$ cat src/include/dba_pkg.sv
// Shared constants and carriers for the data memory bank addressing block.
// Assumes a single clock domain shared with the CPU core.
package dba_pkg;

  // ***************************************************************
  // Address and field layout
  // ***************************************************************
  localparam int ADDR_W = 12;
  localparam int BANK_W = 4;
  localparam int WBS_W = 4;
  localparam int SEL_PAIR_W = 8;
  // Position of the fields inside the bank select pair
  localparam int WBS_LSB = 4;
  localparam int MBS_LSB = 0;
  // Vector entry bit positions for the enable flags
  localparam int VEC_WIDE_BIT = 7;
  localparam int VEC_REGX_BIT = 6;
  localparam int VEC_W = 8;
  // Reset values and the fixed low and high bank numbers
  localparam logic [3:0] MBS_RESET = 4'h0;
  localparam logic [3:0] WBS_RESET = 4'h0;
  localparam logic [3:0] BANK_HIGH = 4'hf;
  localparam logic [3:0] BANK_LOW = 4'h0;
  // Short direct area pages in bank 15
  localparam logic [3:0] SHORT_PAGE_LO = 4'hb;
  localparam logic [3:0] SHORT_PAGE_HI = 4'hf;
  // Low index bit area base page
  localparam logic [1:0] LIDX_TOP = 2'h3;
  // Highest working register bank number
  localparam logic [3:0] WBS_MAX = 4'h3;

  // ***************************************************************
  // Access kinds
  // ***************************************************************
  typedef enum logic [2:0] {
    DBA_DIRECT,
    DBA_IND_HL,
    DBA_IND_IDX,
    DBA_BIT_SHORT,
    DBA_BIT_LIDX,
    DBA_BIT_HIDX
  } dba_mode_e;

  // Access request from the decoder
  typedef struct packed {
    dba_mode_e mode;
    logic [7:0] operand;
    logic [7:0] index;
    logic [1:0] bit_in;
  } dba_req_s;

  // Effective address answer
  typedef struct packed {
    logic [11:0] addr;
    logic [1:0] bit_sel;
  } dba_addr_s;

endpackage : dba_pkg

$ cat src/hw/dba_addr_gen.sv
// Combinational effective address former.
// Assumes flags and selects come from registers on the same clock.
module dba_addr_gen (
  input wire dba_pkg::dba_req_s req,
  input wire logic wide_ram_enable,
  input wire logic [3:0] memory_bank_select,
  output dba_pkg::dba_addr_s ea
);

  // ***************************************************************
  // Bank choice per mode
  // ***************************************************************
  // Narrow direct: low half goes to bank 0, high half to bank 15
  wire logic [3:0] narrow_dir_bank = req.operand[7] ? dba_pkg::BANK_HIGH : dba_pkg::BANK_LOW;
  wire logic [3:0] dir_bank = wide_ram_enable ? memory_bank_select : narrow_dir_bank;
  wire logic [3:0] ind_bank = wide_ram_enable ? memory_bank_select : dba_pkg::BANK_LOW;
  // High index nibble joined with the operand low nibble
  wire logic [7:0] hidx_off = {req.index[7:4], req.operand[3:0]};
  // Low index bit form: operand low nibble and index bits 3:2
  wire logic [11:0] lidx_addr = {dba_pkg::BANK_HIGH, dba_pkg::LIDX_TOP, req.operand[3:0], req.index[3:2]};
  // Short area: operand bit 6 picks FBx versus FFx
  wire logic [3:0] short_page = req.operand[6] ? dba_pkg::SHORT_PAGE_HI : dba_pkg::SHORT_PAGE_LO;

  // Mode mux; purely combinational so the access sees it same cycle
  always_comb begin
    ea.bit_sel = req.bit_in;
    case (req.mode)
      dba_pkg::DBA_DIRECT: ea.addr = {dir_bank, req.operand};
      dba_pkg::DBA_IND_HL: ea.addr = {ind_bank, req.index};
      dba_pkg::DBA_IND_IDX: ea.addr = {dba_pkg::BANK_LOW, req.index};
      dba_pkg::DBA_BIT_SHORT: ea.addr = {dba_pkg::BANK_HIGH, short_page, req.operand[3:0]};
      dba_pkg::DBA_BIT_LIDX: begin
        ea.addr = lidx_addr;
        ea.bit_sel = req.index[1:0];
      end
      dba_pkg::DBA_BIT_HIDX: ea.addr = {ind_bank, hidx_off};
      default: ea.addr = {dir_bank, req.operand};
    endcase
  end

endmodule : dba_addr_gen

$ cat src/hw/dba_bank_unit.sv
// Bank select state, enable flags and address generation for the core.
// Assumes the decoder gives one-cycle strobes and the core holds the
// program memory vector byte valid while its load strobe is high.

// How it works
// Bank select forms upper address nibble
// Wide mode: bank select picks page
// Narrow direct: bank 0 low, bank 15 high
// Narrow indirect: bank 0 page only
// Software enables wide mode for peripherals
// Reset loads wide flag from vector bit 7
// Interrupt loads wide flag from vector bit 7
// Wide flag saved and restored over interrupts
// Bit instructions set or clear both flags
// Index pair and stack reach page 0
// Short bit area always in bank 15
// Low index bit form in FC0H-FFFH
// High index bit form uses bank select
// Carry bit ops take three bit forms
// Bank select pair is eight bits
// Pair pushed and popped as one byte
// Working bank select 0-3, reset zero; a pair pop loads all four bits, up to 15
// Memory bank select 0-15, reset zero
// Software uses even address for bytes
// Register extend clear forces bank 0
// Register extend loaded from vector bit 6
// Address formed combinationally same cycle
module dba_bank_unit (
  input wire logic clock,
  input wire logic rst,
  // Vector byte load after internal reset or on interrupt entry
  input wire logic vec_load,
  input wire logic [7:0] vec_byte,
  // Interrupt entry save and return restore of the flags
  input wire logic irq_save,
  input wire logic irq_restore,
  input wire logic [1:0] stacked_flags,
  output logic [1:0] flags_to_stack,
  // Bit set and clear on the flags
  input wire logic wide_bit_we,
  input wire logic regx_bit_we,
  input wire logic bit_value,
  // Dedicated select instructions
  input wire logic wbs_load,
  input wire logic [1:0] wbs_value,
  input wire logic mbs_load,
  input wire logic [3:0] mbs_value,
  // Pair push and pop
  input wire logic pair_pop,
  input wire logic [7:0] pair_pop_data,
  output logic [7:0] bank_select_pair,
  // Access request and effective address
  input wire dba_pkg::dba_req_s req,
  output dba_pkg::dba_addr_s ea,
  // Flags and working bank in use
  output logic wide_ram_enable,
  output logic register_bank_extend,
  output logic [1:0] working_bank
);

  // ***************************************************************
  // State registers
  // ***************************************************************
  logic wide_reg;
  logic wide_next;
  logic regx_reg;
  logic regx_next;
  logic [3:0] wbs_reg;
  logic [3:0] wbs_next;
  logic [3:0] mbs_reg;
  logic [3:0] mbs_next;

  // Priority pick among the three flag sources, used twice below
  function automatic logic flag_pick(input logic cur, input logic vec_v, input logic vec_b,
                                     input logic bit_we, input logic bit_v,
                                     input logic rst_v, input logic st_b);
    logic r;
    r = cur;
    if (rst_v) begin
      r = st_b;
    end
    if (bit_we) begin
      r = bit_v;
    end
    // Vector load wins: it marks a fresh reset or interrupt entry
    if (vec_v) begin
      r = vec_b;
    end
    return r;
  endfunction : flag_pick

  // ***************************************************************
  // Next-state selection
  // ***************************************************************
  // Flag sources: vector byte, bit instructions, stack restore
  assign wide_next = flag_pick(wide_reg, vec_load, vec_byte[dba_pkg::VEC_WIDE_BIT],
                               wide_bit_we, bit_value, irq_restore, stacked_flags[1]);
  assign regx_next = flag_pick(regx_reg, vec_load, vec_byte[dba_pkg::VEC_REGX_BIT],
                               regx_bit_we, bit_value, irq_restore, stacked_flags[0]);
  // Select fields: pop restores both, dedicated loads change one
  assign wbs_next = pair_pop ? pair_pop_data[dba_pkg::WBS_LSB +: dba_pkg::WBS_W] :
                    wbs_load ? {2'b00, wbs_value} : wbs_reg;
  assign mbs_next = pair_pop ? pair_pop_data[dba_pkg::MBS_LSB +: dba_pkg::BANK_W] :
                    mbs_load ? mbs_value : mbs_reg;

  // Flags clear on reset; the boot vector byte then sets them.
  // Until it arrives they sit at zero, the narrow and safe setting.
  always_ff @(posedge clock or posedge rst) begin
    if (rst) begin
      wide_reg <= 1'b0;
      regx_reg <= 1'b0;
    end else begin
      wide_reg <= wide_next;
      regx_reg <= regx_next;
    end
  end

  // Select fields clear on reset and hold until software writes
  always_ff @(posedge clock or posedge rst) begin
    if (rst) begin
      wbs_reg <= dba_pkg::WBS_RESET;
      mbs_reg <= dba_pkg::MBS_RESET;
    end else begin
      wbs_reg <= wbs_next;
      mbs_reg <= mbs_next;
    end
  end

  // ***************************************************************
  // Outputs
  // ***************************************************************
  assign bank_select_pair = {wbs_reg, mbs_reg};
  assign flags_to_stack = {wide_reg, regx_reg};
  assign wide_ram_enable = wide_reg;
  assign register_bank_extend = regx_reg;
  // Extend clear pins the working set to bank 0
  assign working_bank = regx_reg ? wbs_reg[1:0] : 2'b00;

  // Address former; caller keeps byte operands even by convention
  dba_addr_gen u_addr (
    .req(req),
    .wide_ram_enable(wide_reg),
    .memory_bank_select(mbs_reg),
    .ea(ea)
  );

  // ***************************************************************
  // Checks
  // ***************************************************************
  wide_vec_load_a : assert property (@(posedge clock) disable iff (rst)
    vec_load |=> wide_ram_enable == $past(vec_byte[7]))
    else $error("wide flag not loaded from vector bit 7");
  regx_vec_load_a : assert property (@(posedge clock) disable iff (rst)
    vec_load |=> register_bank_extend == $past(vec_byte[6]))
    else $error("extend flag not loaded from vector bit 6");
  flag_restore_a : assert property (@(posedge clock) disable iff (rst)
    (irq_restore && !vec_load && !wide_bit_we && !regx_bit_we) |=> flags_to_stack == $past(stacked_flags))
    else $error("flags not restored from stack");
  bit_write_a : assert property (@(posedge clock) disable iff (rst)
    (wide_bit_we && !vec_load) |=> wide_ram_enable == $past(bit_value))
    else $error("bit write to wide flag lost");
  pair_pop_a : assert property (@(posedge clock) disable iff (rst)
    pair_pop |=> bank_select_pair == $past(pair_pop_data))
    else $error("pair pop not restored as one byte");
  mbs_hold_a : assert property (@(posedge clock) disable iff (rst)
    (!pair_pop && !mbs_load) |=> $stable(bank_select_pair[3:0]))
    else $error("memory bank select changed without write");
  wbs_range_a : assert property (@(posedge clock) disable iff (rst)
    (wbs_load && !pair_pop) |=> bank_select_pair[7:4] <= dba_pkg::WBS_MAX)
    else $error("working bank select out of range");
  regx_bank0_a : assert property (@(posedge clock) disable iff (rst)
    !register_bank_extend |-> working_bank == 2'b00)
    else $error("working bank not forced to 0");
  narrow_ind_a : assert property (@(posedge clock) disable iff (rst)
    (!wide_ram_enable && req.mode == dba_pkg::DBA_IND_HL) |-> ea.addr[11:8] == 4'h0)
    else $error("narrow indirect left bank 0");
  wide_bank_a : assert property (@(posedge clock) disable iff (rst)
    (wide_ram_enable && req.mode == dba_pkg::DBA_DIRECT) |-> ea.addr[11:8] == bank_select_pair[3:0])
    else $error("wide direct bank mismatch");
  narrow_dir_a : assert property (@(posedge clock) disable iff (rst)
    (!wide_ram_enable && req.mode == dba_pkg::DBA_DIRECT) |->
      ea.addr[11:8] == (req.operand[7] ? 4'hf : 4'h0))
    else $error("narrow direct bank wrong");
  short_bit_a : assert property (@(posedge clock) disable iff (rst)
    (req.mode == dba_pkg::DBA_BIT_SHORT) |-> (ea.addr[11:4] == 8'hfb || ea.addr[11:4] == 8'hff))
    else $error("short bit area outside bank 15 pages");
  lidx_bit_a : assert property (@(posedge clock) disable iff (rst)
    (req.mode == dba_pkg::DBA_BIT_LIDX) |-> (ea.addr[11:6] == 6'h3f && ea.bit_sel == req.index[1:0]))
    else $error("low index bit address wrong");
  idx_page0_a : assert property (@(posedge clock) disable iff (rst)
    (req.mode == dba_pkg::DBA_IND_IDX) |-> ea.addr == {4'h0, req.index})
    else $error("index pair access left page 0");
  // Interrupt entry pushes whatever the live flags hold at that edge
  stack_view_a : assert property (@(posedge clock) disable iff (rst)
    irq_save |-> flags_to_stack == {wide_ram_enable, register_bank_extend})
    else $error("stacked flags differ from live flags");

endmodule : dba_bank_unit

$ cat config.mk
export PLATFORM = sky130hd
export DESIGN_NAME = dba_bank_unit
export DESIGN_NICKNAME = d
export VERILOG_FILES = /design/src/include/dba_pkg.sv /design/src/hw/dba_addr_gen.sv /design/src/hw/dba_bank_unit.sv
export SDC_FILE = /design/constraint.sdc
export NUM_CORES = 1
export LEC_CHECK = 0
export BUFFER_PORTS_ARGS = -buffer_cell sky130_fd_sc_hd__buf_2
export CORE_AREA = 2 2 54 61
export DETAILED_ROUTE_END_ITERATION = 12
export DIE_AREA = 0 0 56 63
export PLACE_DENSITY = 0.73
export SLEW_MARGIN = 20
export SYNTH_ARGS = -nofsm -noshare
export SYNTH_HDL_FRONTEND = slang
export SYNTH_SLANG_ARGS = --single-unit
$ cat constraint.sdc
create_clock -name clock -period 0.9 [get_ports clock]
set_input_delay 0.09 -clock clock [delete_from_list [all_inputs] [get_ports clock]]
set_output_delay 0.09 -clock clock [all_outputs]
set_load 0.03 [all_outputs]
==> impl_metrics.toml, run 1 <==
[pwr]
p_int_mw = 1.42
clock_power_share_pct = 17.3
seqPwrFrac_pct = 23.4
ir_drop_mv = 1.10
combinationalPowerShare_pct = 59.3
p_leak_nw = 1.03
powerDensity_nw_per_um2 = 1090
switchingPower_mw = 0.821
finalPower_mw = 2.25
p_sw_share_pct = 36.6

[clock_tree]
cts.sinks = 10
root_buffer = "clkbuf_4"
cts_max_level = 1
clkSlewWorstSetupHoldPaths_ps = 60
worst_skew_pair.late_latency_ps = 260
cts_buffer_depth = 2
cts_tree = "built"
cts_buffers = 3

[logic_synthesis]
async_flop_share_pct = 100
ys_types = 26
synth_most_common_cell = "mux2i_1"
synth_common_cells = "mux2i_1 (19), o21ai_0 (12), dfrtp_1 (10), nand2_1 (10), nor2_1 (6)"
ys_warn_count = 0
synth-seq-area-share_pct = 27.0
syn_area_sq_um = 928
syn_area_per_cell_sq_um = 8.68
ys.flop_type = "dfrtp_1"
synth_edf_count = 0
yosys-top-cells-area = "dfrtp_1 (27%), mux2i_1 (20%), o21ai_0 (6.5%)"
yosys_register_bits = 10
syn_inst = 107
yosys.area.top_type = "dfrtp_1"
synth_fp_nets = 163
yosysTopAreaCellShare_pct = 27.0

[global_routing]
grt_pass1_wl_mm = 5.05
grt_pass1_vias = 1169
grt_start_max_net_pins = 16
grt_antenna_before_repair = 0
grt_usage_pct = 18.1
grt.overflow.total = 0

[routing]
dr.first_iter.drc_count = 26
wl_per_cell_um = 13.4
vias = 1207
firstDrtPassIters = 4
antenna_left = 0
vias_per_cell = 4.97
routed_wl_mm = 3.25
drc_errors = 0

[timing]
finalClockSkew_ps = 0
slew_viol_final = 0
fin_crit_ps = 1320
fin_crit_sh_pct = 146
fmax_ghz = 0.759
tightest_slew_ps = 363
fin_ws_ps = -418
setup_violations = 30
hold_violations = 0
rsz0062_at_grt = "true"
holdWs_ps = 33.2
slew-limit-headroom_pct = 75.8

[placement]
gp_congestion = 0.748
port_buffers = 76
post-place-ws_ps = -464
place_inst = 231
dp_hpwl_mm = 2.36
place_area_sq_um = 1610

[cells_and_area]
drive_gt1_share_pct = 67.5
final_area_sq_um = 2050
syn2layout_area_growth_pct = 121
finalNonFillerCells = 243
antenna_cells = 0
fin_nets = 266

[worst_setup_path]
critical_path_class = "register to output pin"
worst_ep_required_time_ps = 810
cp-end-kind = "output pin"
crit_fanout = 5
crit_arrival_ps = 1230
cp-start-kind = "register"

[die]
start_util_pct = 31.5
row_count = 21
die_area_sq_um = 3530
io_pins = 84
die_x_um = 56
die_height_um = 63
fp.coreArea_sq_um = 2940

[hold_path]
hold_path.class = "primary input to register"

[status]
violations = "negative setup slack"
outcome = "complete, but fails checks"

[run]
maxCapViolCount = 0
[power groups by stage]
stage	registers [mW]	logic (mW)	clock network [mW]
floorplan	0.614	0.562	0
global placement	0.527	0.997	0
detailed placement	0.526	1.01	0
CTS	0.526	1.27	0.404
global route	0.532	1.40	0.426
finish	0.526	1.33	0.389
[cells by family (layout without fill, tap and decap cells)]
logic type | count (synthesis) | in the layout | synth area share (%)
multiplexers | 23 | 23 | 26.1
adder cells (fa/ha/maj) | 1 | 1 | 1.08
AO/OA/AOI/OAI | 32 | 32 | 24.3
flip-flops | 10 | 10 | 27.0
AND/OR/NAND/NOR | 29 | 29 | 15.0
buffers and inverters | 12 | 114 | 6.60
[critical path: stages, from the launching register on]
cell and delay (ps):
dfrtp_2 420, buf_4 150, o211ai_1 130, nand3_4 110, buf_6 150
[path summary, 6_finish.rpt]
path,depth (start not counted),endpoint,start,slack (ps)
worst min-delay path,3,mbs_reg[1]$_DFFE_PP0P_,pair_pop_data[1],30
worst min register to register,1,wbs_reg[3]$_DFFE_PP0P_,wbs_reg[3]$_DFFE_PP0P_,530
max in group asynchronous,3,register_bank_extend$_DFFE_PP0P_,rst,300
worst max-delay path,4,ea[13],wide_ram_enable$_DFFE_PP0P_,-420
worst max register to register,4,wide_ram_enable$_DFFE_PP0P_,wide_ram_enable$_DFFE_PP0P_,-220
min in group asynchronous,3,mbs_reg[3]$_DFFE_PP0P_,rst,320
[cell type report]
| type | instances | area, sq um |
|---|---|---|
| fill | 236 | 888 |
| multi-input combinational | 85 | 806 |
| clock buffer | 4 | 36.3 |
| sequential | 10 | 253 |
| inverter | 3 | 13.8 |
| tap | 34 | 42.5 |
| timing repair buffer | 107 | 903 |
[layout by cell type (no fill, tap or decap), drive strengths merged, types with 2 or more instances in the layout]
cell,n
buf,106
mux2i,19
o21ai,12
nand2,10
dfrtp,10
nor2,6
nand2b,5
o221a,4
o211ai,4
nand3,4
clkbuf,4
mux2,4
inv,3
o22ai,3
a221oi,2
and2,2
a22o,2
o21a,2
[metrics by stage]
stage	TNS (ps)	utilization, %
CTS	-6280	66.5
global route	-7160	69.8
floorplan	-2250	-
global placement	-5050	54.7
detailed placement	-5430	54.7
finish	-5930	69.8
[routing by layer]
| metal | global-route usage (%) | up-vias | wire, um |
|---|---|---|---|
| met3 | 2.07 | 6 | 194 |
| met1 | 18.4 | 541 | 1140 |
| met4 | 7.74 | 0 | 48 |
| met5 | 0 | - | 0 |
| met2 | 35.7 | 55 | 1870 |
| li1 | - | 605 | - |
[timing repair]
action | 4_1_cts | 5_1_grt
endpoints found under the hold margin | 10 | 0
setup endpoints to repair | 30 | 31
hold buffers | 1 | 0
pin swaps | 10 | 1
gates resized for setup | 78 | 19
buffers inserted | 3 | 4
cloned | 1 | 0
Note: power is estimated with default switching activity, not from simulation.
==> inputs of run 2 (changes only) <==
CTS_CLUSTER_DIAMETER = 80   (was default)
SKIP_LAST_GASP = 1   (was default)
==> run 2 against run 1 <==
The run still ends with negative setup slack left; first-iteration DRC count is 3.8% higher; register-to-register slack hardly changed; flip-flop and latch count stayed put; clock power hardly changed; final cell count stayed put; sequential share of layout area is 0.13 points higher.
==> impl_metrics.toml, run 2 (synthesized netlist as in run 1, its figures left out) <==
[worst_setup_path]
startpoint = "wide_ram_enable$_DFFE_PP0P_"
critical_path_class = "register to output pin"
crit_fanout = 5
worst_ep_required_time_ps = 810
r2r_end = "wide_ram_enable$_DFFE_PP0P_"
cp-endpoint = "ea[13]"
crit_arrival_ps = 1220
rrSetupSlack_ps = -220
r2r-start = "wide_ram_enable$_DFFE_PP0P_"
cp-start-kind = "register"
r2r_cells = 4
cp-end-kind = "output pin"

[timing]
fin_crit_ps = 1310
fin_ws_ps = -414
rsz0062_at_grt = "true"
fin_crit_sh_pct = 146
finalClockSkew_ps = 0
hold_violations = 0
slew-limit-headroom_pct = 75.8
holdWs_ps = 32.8
slew_viol_final = 0
setup_violations = 30
tightest_slew_ps = 362
fmax_ghz = 0.761

[cells_and_area]
antenna_cells = 0
final_util_pct = 69.1
fill_cells = 236
fin_nets = 266
finalNonFillerCells = 243
final_common_cell = "buf_2"
drive_gt1_share_pct = 67.5
syn2layout_area_growth_pct = 119
final_cell_mix = "buf_2 (47), buf_6 (37), mux2i_1 (19)"

[die]
die_x_um = 56
io_pins = 84
row_count = 21
die_height_um = 63
fp.coreArea_sq_um = 2940
die_area_sq_um = 3530
start_util_pct = 31.5

[routing]
antenna_left = 0
firstDrtPassIters = 4
vias_per_cell = 4.93
dr.first_iter.drc_count = 27
wl_per_cell_um = 13.2
routed_wl_mm = 3.20
vias = 1198
drc_errors = 0

[global_routing]
grt_start_max_net_pins = 16
grt_usage_pct = 18.1
grt_pass1_vias = 1170
grt_antenna_before_repair = 0
grt.overflow.total = 0
grt_pass1_wl_mm = 5.06

[clock_tree]
clkSlewWorstSetupHoldPaths_ps = 60
root_buffer = "clkbuf_4"
cts_tree = "built"
cts_max_level = 1
worst_skew_pair.late_latency_ps = 260
cts.sinks = 10
cts_buffers = 3
cts_buffer_depth = 2

[placement]
port_buffers = 76
dp_hpwl_mm = 2.36
post-place-ws_ps = -464
place_inst = 231
gp_congestion = 0.748

[hold_path]
hold_depth = 3
hold_path.class = "primary input to register"

[pwr]
finalPower_mw = 2.23
p_leak_nw = 1.03
ir_drop_mv = 1.10
powerDensity_nw_per_um2 = 1100

[run]
maxCapViolCount = 0

[status]
outcome = "complete, but fails checks"
violations = "negative setup slack"
## run 2: how the worst min path moves through the flow
stage,start,to,slack [ps]
final,pair_pop_data[2],mbs_reg[2]$_DFFE_PP0P_,30
after global routing,pair_pop_data[1],mbs_reg[1]$_DFFE_PP0P_,20
after CTS,pair_pop_data[1],mbs_reg[1]$_DFFE_PP0P_,30
after detailed placement,rst,wbs_reg[1]$_DFFE_PP0P_,80
after global placement,rst,wbs_reg[1]$_DFFE_PP0P_,70
after floorplan,rst,mbs_reg[0]$_DFFE_PP0P_,-70
## run 2: repair_timing
| action | 4_1_cts | 5_1_grt |
|---|---|---|
| setup endpoints to repair | 30 | 31 |
| endpoints found under the hold margin | 10 | 0 |
| gates cloned | 1 | 0 |
| resized for setup | 76 | 15 |
| hold buffers | 1 | 0 |
| pin swaps | 10 | 2 |
| setup buffers | 3 | 4 |
## run 2: area by class of cell
cell class / instances / area, sq um / area share, %
timing repair buffer: 107 / 882 / 43.4
clock buffer: 4 / 36.3 / 1.78
sequential: 10 / 253 / 12.4
tap: 34 / 42.5 / 2.09
multi-input combinational: 85 / 806 / 39.6
inverter: 3 / 13.8 / 0.677
## run 2: power breakdown
group	total, mW	switching [mW]	leakage (nW)	internal [mW]
Combinational	1.32	0.639	0.886	0.678
Clock	0.389	0.144	0.0210	0.245
Sequential	0.526	0.0339	0.119	0.492
## run 2: critical path, stage by stage (launching register included)
cell and delay, ps:
dfrtp_2 420, buf_4 150, o211ai_1 130, nand3_4 100, buf_6 150
## run 2: per-stage QoR
stage          instance area (sq um)  TNS, ps
2_1_floorplan                   1070    -2250
3_3_place_gp                    1610    -5050
3_5_place_dp                    1610    -5430
4_1_cts                         1950    -6290
5_1_grt                         2030    -7260
6_report                        2030    -5990
## run 2: routing by layer
layer  track usage, %  part of all wire, %  routed length, um  vias to the layer above
met3             2.07                  6.1                197                        6
met5                0                    0                  0                        -
met2             35.7                   58               1850                       57
li1                 -                    -                  -                      604
met1             18.4                   35               1110                      531
met4             7.74                  1.6                 50                        0
